--- config.mk ---
export PLATFORM = sky130hd
export DESIGN_NAME = lwsw_top
export DESIGN_NICKNAME = d
export VERILOG_FILES = /design/src/include/lwsw_pkg.sv /design/src/hw/lwsw_sync.sv /design/src/hw/lwsw_top.sv
export VERILOG_INCLUDE_DIRS = /design/src /design/src/include
export SDC_FILE = /design/constraint.sdc
export NUM_CORES = 1
export LEC_CHECK = 0
export BUFFER_PORTS_ARGS = -buffer_cell sky130_fd_sc_hd__buf_2
export CORE_MARGIN = 8
export CORE_UTILIZATION = 56
export CTS_BUF_LIST = sky130_fd_sc_hd__clkbuf_4 sky130_fd_sc_hd__clkbuf_8
export CTS_CLUSTER_SIZE = 40
export DETAILED_ROUTE_END_ITERATION = 10
export PLACE_DENSITY = 0.95
export SYNTH_ARGS = -nofsm -noshare
export SYNTH_HDL_FRONTEND = slang
export SYNTH_SLANG_ARGS = --single-unit
--- constraint.sdc ---
create_clock -name clock -period 4.3 [get_ports clock]
set_clock_uncertainty 0.05 [all_clocks]
set_input_delay 0.43 -clock clock [delete_from_list [all_inputs] [get_ports clock]]
set_output_delay 0.43 -clock clock [all_outputs]
set_load 0.005 [all_outputs]
--- src/include/lwsw_map.svh ---
// register addresses, bit positions and reset values of the latched warning status block
// assumes: included by bare name; defines only, no logic
`ifndef LWSW_MAP_SVH
`define LWSW_MAP_SVH

// ==========================================================
// parameter addresses seen by the fieldbus side
`define LWSW_ADDR_ACTION_STATUS 16'h1c08
`define LWSW_ADDR_SAVED_WARNING 16'h1c18

// ==========================================================
// saved warning word bit positions
`define LWSW_BIT_GENERAL 0
`define LWSW_BIT_STAGE_TEMP 1
`define LWSW_BIT_MOTOR_TEMP 2
`define LWSW_BIT_STAGE_I2T 4
`define LWSW_BIT_MOTOR_I2T 5
`define LWSW_BIT_BRAKE_I2T 6
`define LWSW_BIT_CAN 7
`define LWSW_BIT_ENCODER 8
`define LWSW_BIT_RS485 9
`define LWSW_BIT_TORQUE_OFF 10
`define LWSW_BIT_UNDERVOLT 11
`define LWSW_BIT_PROFIBUS 12
`define LWSW_BIT_POS_INVALID 13
`define LWSW_BIT_ETHERNET 14

// bits that follow their condition instead of latching (10, 11, 13)
`define LWSW_SELF_CLEAR_MASK 16'h2c00
// reserved bits 3 and 15 read as zero
`define LWSW_RESERVED_MASK 16'h8008

// ==========================================================
// action status word bit positions
`define LWSW_ACT_WARNING 0
`define LWSW_ACT_ERR_CLASS_LO 1
`define LWSW_ACT_STANDSTILL 6
`define LWSW_ACT_CW 7
`define LWSW_ACT_CCW 8
`define LWSW_ACT_PROFILE_LO 11

// ==========================================================
// reset values
`define LWSW_RESET_WORD 16'h0000

`endif

--- src/include/lwsw_pkg.sv ---
// types shared by the latched warning status block
// assumes: compiled before any design module
package lwsw_pkg;

  // ==========================================================
  // profile generator state as reported by the motion core
  typedef enum logic [1:0] {
    LWSW_PROF_IDLE,
    LWSW_PROF_DECEL,
    LWSW_PROF_ACCEL,
    LWSW_PROF_CONST
  } lwsw_prof_t;

  // ==========================================================
  // complete state of the top module
  typedef struct packed {
    logic [15:0] saved;
    logic [15:0] action;
    logic fault_req_prev;
    logic [15:0] rd_data;
    logic rd_valid;
    logic rd_err;
    logic wr_err;
  } lwsw_state_t;

endpackage

--- src/hw/lwsw_sync.sv ---
// two flip-flop synchroniser for a vector of asynchronous levels
// assumes: inputs are quasi-static levels; each bit is crossed on its own
`timescale 1ns/1ps

module lwsw_sync #(
  parameter int W = 1
) (
  input wire logic clock,
  input wire logic rst,
  input wire logic [W-1:0] din,
  output logic [W-1:0] dout
);

  typedef struct packed {
    logic [W-1:0] meta;
    logic [W-1:0] stable;
  } lwsw_sync_state_t;

  lwsw_sync_state_t s_q;
  lwsw_sync_state_t s_d;

  // ==========================================================
  // next state: first stage is read only by the second
  always_comb begin
    s_d.meta = din;
    s_d.stable = s_q.meta;
  end

  // state register
  always_ff @(posedge clock or posedge rst) begin
    if (rst) begin
      s_q <= '0;
    end else begin
      s_q <= s_d;
    end
  end

  assign dout = s_q.stable;

endmodule

--- src/hw/lwsw_top.sv ---
// latched warning status word and action status word, read by the fieldbus
// assumes: condition and request inputs are asynchronous levels from drive logic;
// the parameter port below is driven synchronously to clock by the fieldbus slave
//
// Overview of operation
// - 16-bit read-only saved warning word at address 7192; bits latch when set.
// - a carried-out fault reset request clears all saved warning bits whose condition is no longer present.
// - bits 10, 11 and 13 clear themselves once their condition ends.
// - bit 0 general warning, bit 1 power stage hot, bit 2 motor hot.
// - bits 4, 5, 6 flag overload of power stage, motor, braking resistor.
// - bit 7 CAN, bit 9 RS485, bit 12 Profibus, bit 14 Ethernet warning.
// - bit 10 safe torque off, bit 11 undervoltage or phase loss, bit 13 position invalid.
// - bit 8 motor encoder warning; bits 3 and 15 reserved.
// - action status word at 7176: warning, error classes, motion, profile state.
`timescale 1ns/1ps
`include "lwsw_map.svh"

module lwsw_top
  import lwsw_pkg::*;
#(
  parameter int NUM_ERR_CLASS = 4
) (
  input wire logic clock,
  input wire logic rst,
  // warning conditions, active high unless named otherwise
  input wire logic general_warn,
  input wire logic stage_temp_high,
  input wire logic motor_temp_high,
  input wire logic stage_overload,
  input wire logic motor_overload,
  input wire logic brake_overload,
  input wire logic can_warn,
  input wire logic encoder_warn,
  input wire logic rs485_warn,
  input wire logic safe_torque_off_input_a_n,
  input wire logic safe_torque_off_input_b_n,
  input wire logic dc_undervoltage,
  input wire logic mains_phase_missing,
  input wire logic profibus_warn,
  input wire logic position_not_valid,
  input wire logic ethernet_warn,
  // fault reset request level; its rising edge carries out the reset
  input wire logic fault_reset_request,
  // action status sources
  input wire logic [NUM_ERR_CLASS-1:0] error_class,
  input wire logic standstill,
  input wire logic rotate_cw,
  input wire logic rotate_ccw,
  input wire logic [1:0] profile_state,
  // parameter access port from the fieldbus slave
  input wire logic param_rd,
  input wire logic param_wr,
  input wire logic [15:0] param_addr,
  input wire logic [15:0] param_wdata,
  output logic [15:0] param_rdata,
  output logic param_rvalid,
  output logic param_err,
  output logic param_wr_refused
);

  localparam int NUM_SYNC = 16 + 1 + NUM_ERR_CLASS + 3 + 2;

  lwsw_state_t st_q;
  lwsw_state_t st_d;
  logic [NUM_SYNC-1:0] raw_in;
  logic [NUM_SYNC-1:0] sync_in;
  logic [15:0] cond;
  logic fault_req;
  logic [NUM_ERR_CLASS-1:0] err_class_s;
  logic [2:0] motion_s;
  lwsw_prof_t prof_s;

  // ==========================================================
  // one-hot decode of the profile generator state for bits 11..14
  function automatic logic [3:0] prof_onehot(input lwsw_prof_t p);
    logic [3:0] r;
    r = 4'h0;
    case (p)
      LWSW_PROF_IDLE: r = 4'h1;
      LWSW_PROF_DECEL: r = 4'h2;
      LWSW_PROF_ACCEL: r = 4'h4;
      LWSW_PROF_CONST: r = 4'h8;
      default: r = 4'h0;
    endcase
    return r;
  endfunction

  // ==========================================================
  // gather raw pin levels into warning-word positions
  always_comb begin
    raw_in = '0;
    raw_in[`LWSW_BIT_GENERAL] = general_warn;
    raw_in[`LWSW_BIT_STAGE_TEMP] = stage_temp_high;
    raw_in[`LWSW_BIT_MOTOR_TEMP] = motor_temp_high;
    raw_in[`LWSW_BIT_STAGE_I2T] = stage_overload;
    raw_in[`LWSW_BIT_MOTOR_I2T] = motor_overload;
    raw_in[`LWSW_BIT_BRAKE_I2T] = brake_overload;
    raw_in[`LWSW_BIT_CAN] = can_warn;
    raw_in[`LWSW_BIT_ENCODER] = encoder_warn;
    raw_in[`LWSW_BIT_RS485] = rs485_warn;
    // either safe torque off input pulled low
    raw_in[`LWSW_BIT_TORQUE_OFF] = ~safe_torque_off_input_a_n | ~safe_torque_off_input_b_n;
    raw_in[`LWSW_BIT_UNDERVOLT] = dc_undervoltage | mains_phase_missing;
    raw_in[`LWSW_BIT_PROFIBUS] = profibus_warn;
    raw_in[`LWSW_BIT_POS_INVALID] = position_not_valid;
    raw_in[`LWSW_BIT_ETHERNET] = ethernet_warn;
    raw_in[16] = fault_reset_request;
    raw_in[17 +: NUM_ERR_CLASS] = error_class;
    raw_in[17 + NUM_ERR_CLASS +: 3] = {rotate_ccw, rotate_cw, standstill};
    raw_in[20 + NUM_ERR_CLASS +: 2] = profile_state;
  end

  // ==========================================================
  // every asynchronous level crosses two flops before use
  lwsw_sync #(
    .W(NUM_SYNC)
  ) u_sync (
    .clock(clock),
    .rst(rst),
    .din(raw_in),
    .dout(sync_in)
  );

  // split the synchronised vector; reserved positions forced low
  always_comb begin
    cond = sync_in[15:0] & ~`LWSW_RESERVED_MASK;
    fault_req = sync_in[16];
    err_class_s = sync_in[17 +: NUM_ERR_CLASS];
    motion_s = sync_in[17 + NUM_ERR_CLASS +: 3];
    prof_s = lwsw_prof_t'(sync_in[20 + NUM_ERR_CLASS +: 2]);
  end

  // ==========================================================
  // next state of the status words and the access port
  always_comb begin
    logic clear_now;
    logic [15:0] latched;
    logic [15:0] rd_word;
    logic rd_hit;
    clear_now = 1'b0;
    latched = 16'h0000;
    rd_word = 16'h0000;
    rd_hit = 1'b0;
    st_d = st_q;

    // fault reset takes effect once per request edge, not while held
    st_d.fault_req_prev = fault_req;
    clear_now = fault_req & ~st_q.fault_req_prev;

    // latched bits: a condition present in the clear cycle survives it
    latched = clear_now ? 16'h0000 : st_q.saved;
    latched = latched | cond;
    // self-clearing bits simply follow their condition
    st_d.saved = (latched & ~`LWSW_SELF_CLEAR_MASK) | (cond & `LWSW_SELF_CLEAR_MASK);
    st_d.saved = st_d.saved & ~`LWSW_RESERVED_MASK;

    // action status word rebuilt every cycle from live sources
    st_d.action = 16'h0000;
    st_d.action[`LWSW_ACT_WARNING] = |cond;
    st_d.action[`LWSW_ACT_ERR_CLASS_LO +: NUM_ERR_CLASS] = err_class_s;
    st_d.action[`LWSW_ACT_STANDSTILL] = motion_s[0];
    st_d.action[`LWSW_ACT_CW] = motion_s[1];
    st_d.action[`LWSW_ACT_CCW] = motion_s[2];
    st_d.action[`LWSW_ACT_PROFILE_LO +: 4] = prof_onehot(prof_s);

    // read decode; the answer shows the words as stored last cycle
    case (param_addr)
      `LWSW_ADDR_SAVED_WARNING: begin
        rd_word = st_q.saved;
        rd_hit = 1'b1;
      end
      `LWSW_ADDR_ACTION_STATUS: begin
        rd_word = st_q.action;
        rd_hit = 1'b1;
      end
      default: begin
        rd_word = 16'h0000;
        rd_hit = 1'b0;
      end
    endcase

    // read wins over write if both strobes come together
    st_d.rd_valid = param_rd;
    st_d.rd_data = param_rd ? rd_word : 16'h0000;
    st_d.rd_err = (param_rd & ~rd_hit) | (param_wr & ~param_rd & ~rd_hit);
    // both words are read-only: the write data is dropped unseen
    st_d.wr_err = param_wr & ~param_rd & rd_hit;
  end

  // ==========================================================
  // state register; everything clears to zero at reset
  always_ff @(posedge clock or posedge rst) begin
    if (rst) begin
      st_q.saved <= `LWSW_RESET_WORD;
      st_q.action <= `LWSW_RESET_WORD;
      st_q.fault_req_prev <= 1'b0;
      st_q.rd_data <= 16'h0000;
      st_q.rd_valid <= 1'b0;
      st_q.rd_err <= 1'b0;
      st_q.wr_err <= 1'b0;
    end else begin
      st_q <= st_d;
    end
  end

  // ==========================================================
  // outputs straight from the state register
  assign param_rdata = st_q.rd_data;
  assign param_rvalid = st_q.rd_valid;
  assign param_err = st_q.rd_err;
  assign param_wr_refused = st_q.wr_err;

  // write data is accepted on the port only to be discarded
  logic unused_wdata;
  assign unused_wdata = ^param_wdata;

endmodule

### After elaboration in Yosys (flattened, before gate mapping)

Index checks and enable logic that the tools add are counted.

* register bits after elaboration: 94
* bits in latches: 0
* bits in writable memories: 0
* bits in read-only memories: 0
* output and inout bits: 19
* logic and storage cells: 37
* memories: 0

* add/subtract/negate cells: 0
* multipliers: 0
* div/mod/pow operators: 0
* magnitude comparators: 0
* equal/unequal tests: 5
* shifts and indexed selects: 0
* muxes and demuxes: 5
* bitwise operators: 15
* reductions and logical operators: 3

Operator list (count)
* equality test 16 x 13 -> 1 bit, second input constant: 2
* one-hot mux 15 bit (2 select lines): 1
* two-way mux 16 bit: 1
* one-hot mux 4 bit (4 select lines): 1
* two-way mux 15 bit: 1
* bitwise OR 15 x 14 -> 15 bit: 1
* bitwise OR 15 bit: 1
* OR reduction 14 bit: 1
* bitwise AND 1 bit: 5
* inverter 1 bit: 5
* equality test 2 bit, second input constant: 2
* bitwise OR 1 bit: 3
* equality test 2 x 1 -> 1 bit, second input constant: 1
* logical NOT 2 bit: 1
* OR reduction 2 bit: 1
* two-way mux 1 bit: 1

### Depth between registers and ports, before layout

* word-level depth: 6
* gate-level depth with buffers: 4
* mapped depth without buffers: 3

### By module

From an unflattened synthesis, not the netlist that was laid out.

* cell total of the unflattened synthesis: 181
* area, all modules: 3062.9 um^2

By module, submodules not included
* lwsw_top: instances 1, cells an instance 128, area each 1757.9 um^2, sequential area each 1126.1 um^2
* lwsw_sync: instances 1, cells an instance 53, area each 1305.0 um^2, sequential area each 1301.2 um^2

### Worst setup path after synthesis

OpenSTA, ideal clock, no wires.

* path kind: in2reg
* from: input param_addr[5]
* to: register st_q, in the netlist param_wr_refused
* setup time: 0.080 ns
* arrival time: 1.187 ns
* data required time: 4.170 ns
* path slack: 2.983 ns
* cell stages on the path: 3
* path buffers: 0
* cells stage by stage: nor4b_4 -> nand4_4 -> nor3b_2

RTL lines
* from (decl): RTL line lwsw_top.sv:53 `input wire logic [15:0] param_addr,`
* to (signal assigned): RTL line lwsw_top.sv:202 `st_q <= st_d;`
* to (decl): RTL line lwsw_top.sv:63 `lwsw_state_t st_q;`

### Final worst setup path

* from: register st_q, in the netlist param_rdata[4]
* to: output param_rdata[4]

RTL lines
* to (decl): RTL line lwsw_top.sv:55 `output logic [15:0] param_rdata,`

No word-level cell between the ends.

==> results.txt <==
The final max-slew violation count is 0. The maximum fanout encountered on the critical timing path came out at 1. On the worst path, the slowest cell contributes a delay of 0.38 ns. The violation count after the first detailed-route iteration is 47.

The post-route antenna net violation count came out at 0. The worst reg-to-reg setup slack came out at 3.14 ns. The leakage component of the power is 1.70 nW. The worst path required time came out at 3.82 ns. In the post-route analysis, the smallest setup slack over all paths is 2.99 ns. After synthesis, the share of flip-flops with an asynchronous set or reset is 100%. Static timing analysis puts the maximum clock frequency at 0.765 GHz. After synthesis, the cell types taking the most area are sky130_fd_sc_hd__dfrtp_1 79%, sky130_fd_sc_hd__buf_4 4.1%, sky130_fd_sc_hd__mux2i_1 3.7%.

The largest net degree at the start of global routing came out at 67. Among cell families on the critical path, the largest total delay comes from flip-flops. The worst setup path is captured at an output port.

Across the run, the number of max-cap violations was 0. The via count of the first global-routing pass is 1,596. The initial standard-cell utilization of the core is 57.9%. The mean area per synthesized cell came out at 16.8 sq um. The sum of negative setup slack came out at 0 ns.

Excluding fillers, the count of instances in the completed layout stands at 307. By count the netlist is led by 93 x sky130_fd_sc_hd__dfrtp_1, 16 x sky130_fd_sc_hd__buf_4, 15 x sky130_fd_sc_hd__nor2_1. Summed over its instances, the top area cell type makes up 78.6% of the synthesized netlist area.

The period utilization came out at 30.4%. The post-route core utilization came out at 67.6%. Net switching is 19.8% of the power. The global-route wire length before repair is 7.22 mm. The number of enable-type register cells in the synthesized netlist came out at 0. The relative max-transition margin came out at 32.1%.

The portion of the post-synthesis area used by sequential elements is 78.6%. For this run the aggregate overflow at the end of global routing stands at 0. The synthesized netlist net count came out at 238. The number of levels the H-tree was split into is 3. The slew at the pin closest to its max-slew limit is 1.02 ns. The worst setup path is of the reg2out kind.

The number of synthesized register bits came out at 93. The count of buffers inserted at the top-level ports came out at 63. STA puts the critical path data arrival time at 0.83 ns. The worst setup timing slack at the placement stage came out at 2.63 ns. The buffer levels on the longest clock path is 2. The netlist area before placement came out at 2960 sq um.

The all-layer global routing usage came out at 12.6%. The total power draw came out at 1.58 mW. The cell at the root of the clock tree is sky130_fd_sc_hd__clkbuf_8. The highest-delay cell along the critical path is sky130_fd_sc_hd__dfrtp_1. Setup repair after global routing left no endpoint under its margin.

sky130_fd_sc_hd__dfrtp_1 takes more of the synthesized area than any other cell. The cell total after placement is 291. The chip height is 88.7 um. The DRC violation count after routing came out at 0. At the end of the flow, the number of nets in the layout was 294.

For this run, the number of Yosys warnings is 0. The floorplan step defined a die boundary enclosing 7870 sq um. Dividing the detail-routed via count by the number of cells gives 4.62. Across the VDD grid, the largest voltage drop is 315 uV. The signal on the critical path passes through buf_2. The number of fill cells is 373.

The average detailed-routed wire length per instance is 14.7 um. Row generation in the floorplan step produced 26 rows. The area of the placeable core came out at 5110 sq um.

The switching power is 311 uW. STA classifies the critical path startpoint as a flip-flop. The hold violation total from the final report was 0. Clock-pin slew was measured on the worst setup and hold paths at 0.08 ns. The number of top-level design ports came out at 81. The congestion estimate from routability-driven global placement came to 0.802. The number of buffers created by CTS is 9. sky130_fd_sc_hd__dfrtp_1 is the most common cell in the netlist.

Global routing used 3.53% of the available met3 tracks. The number of antenna diodes came out at 0. The internal portion of the total power is 1.26 mW.

The total power per unit cell area is 456 nW/um^2. In this run the most used layer during global routing was met2. The post-CTS setup-driven buffer insertion count came out at 0. The detailed-route wire length came out at 4.51 mm. In the synthesized netlist the dominant register cell turns out to be sky130_fd_sc_hd__dfrtp_1. For this design, the CTS-stage hold fixing added 0 buffers. The clock latency on the worst-skew pair is 0.33 ns.

The global-route met1 utilization is 13.5%. The clock sink count is 93. The met2 layer usage reported by global route came out at 21.5%.

The flow ran to the end, and the final reports show no timing, DRC or antenna violations. The routed design could run at a clock period as short as 1.31 ns. The detailed placement HPWL is 3.37 mm. The fraction of power consumed by the clock network is 36.8%. The worst hold path belongs to the class in2reg.

Relative to the synthesized area, the layout overhead comes to 16.7%. The gate count of the mapped netlist came out at 176. The die outline width came out at 88.7 um.

Registers are responsible for 58.9% of the overall power. The post-route netlist has 38.4% of its cells at a drive strength greater than 1. Setup violations remaining at the end of the flow were counted as 0. The number of gates resized after CTS was 0. The first detailed-routing pass took 4 iterations. The initial antenna violation count is 0.

The fraction of power consumed by combinational cells came out at 4.3%. The number of buffers and inverters on the critical path is 1. The number of distinct standard cells referenced by the synthesized netlist is 25. The clock tree from TritonCTS is yes. The number of vias after detailed routing came out at 1,417.
## cell usage in the layout, fill, tap and decap left out, types with 2 or more instances in the layout
cell	netlist	layout
sky130_fd_sc_hd__a21o_1	11	11
sky130_fd_sc_hd__clkbuf_8	0	12
sky130_fd_sc_hd__nor3b_2	2	2
sky130_fd_sc_hd__buf_2	2	63
sky130_fd_sc_hd__nand4_4	2	2
sky130_fd_sc_hd__dfrtp_1	93	93
sky130_fd_sc_hd__nor4_1	3	3
sky130_fd_sc_hd__nor2_1	15	15
sky130_fd_sc_hd__clkinv_2	0	2
sky130_fd_sc_hd__nor2b_1	2	2
sky130_fd_sc_hd__nand3_1	3	3
sky130_fd_sc_hd__nand2_1	2	2
sky130_fd_sc_hd__and4bb_2	2	2
sky130_fd_sc_hd__mux2i_1	11	11
## worst paths after layout
path	startpoint	to	cells past startpoint
max	param_rdata[4]	param_rdata[4]	1
min	rotate_ccw	u_sync.s_d[23]	1
max reg2reg	st_q[19]	st_q[43]	2
min reg2reg	u_sync.s_d[18]	u_sync.dout[18]	0
max in group asynchronous	rst	st_q[41]	3
min in group asynchronous	rst	u_sync.dout[6]	2
## sequential cells by signal, indices dropped and copies added, names as in the netlist
name,flops
st_q,27
param_err,1
param_wr_refused,1
param_rvalid,1
param_rdata,15
u_sync.dout,24
u_sync.s_d,24
## final cells by class
type | count | area, sq um | share of cell area, %
Clock buffer | 13 | 173 | 5.00
Clock inverter | 3 | 42.5 | 1.23
Inverter | 1 | 5.00 | 0.145
Multi-Input combinational cell | 63 | 494 | 14.3
Sequential cell | 93 | 2330 | 67.4
Tap cell | 70 | 87.6 | 2.54
Timing Repair Buffer | 64 | 323 | 9.35
## power by group through the flow
stage	clock network, mW	logic [mW]	registers [mW]
finish	0.580	0.0672	0.928
global route	0.631	0.0760	0.932
CTS	0.598	0.0690	0.928
detailed placement	0	0.0686	0.945
global placement	0	0.0649	0.942
floorplan	0	0.0382	0.939
## metrics by stage
step | area (sq um) | hold WS (ns)
after global placement | 3240 | 0.283
after floorplan | 2960 | 0.281
final | 3450 | 0.147
after detailed placement | 3240 | 0.285
after global routing | 3450 | 0.126
after CTS | 3450 | 0.130
## logic make-up after synthesis
family                 Yosys count  share of synthesized area (%)
DFF                             93                           78.6
and+or+nand+nor                 39                           9.81
other                            1                          0.127
buffers and inverters           20                           4.65
muxes                           11                           3.72
AOI/OAI and AO/OA               12                           3.04
## routing by layer
layer  part of all wire [%]  vias to the layer above  wire [um]
li1                       -                      673          -
met1                     41                      683       1830
met2                     51                       54       2310
met3                    6.1                        7        276
met4                    2.2                        0         99
met5                      0                        -          0
(Power assumes the default switching activity.)
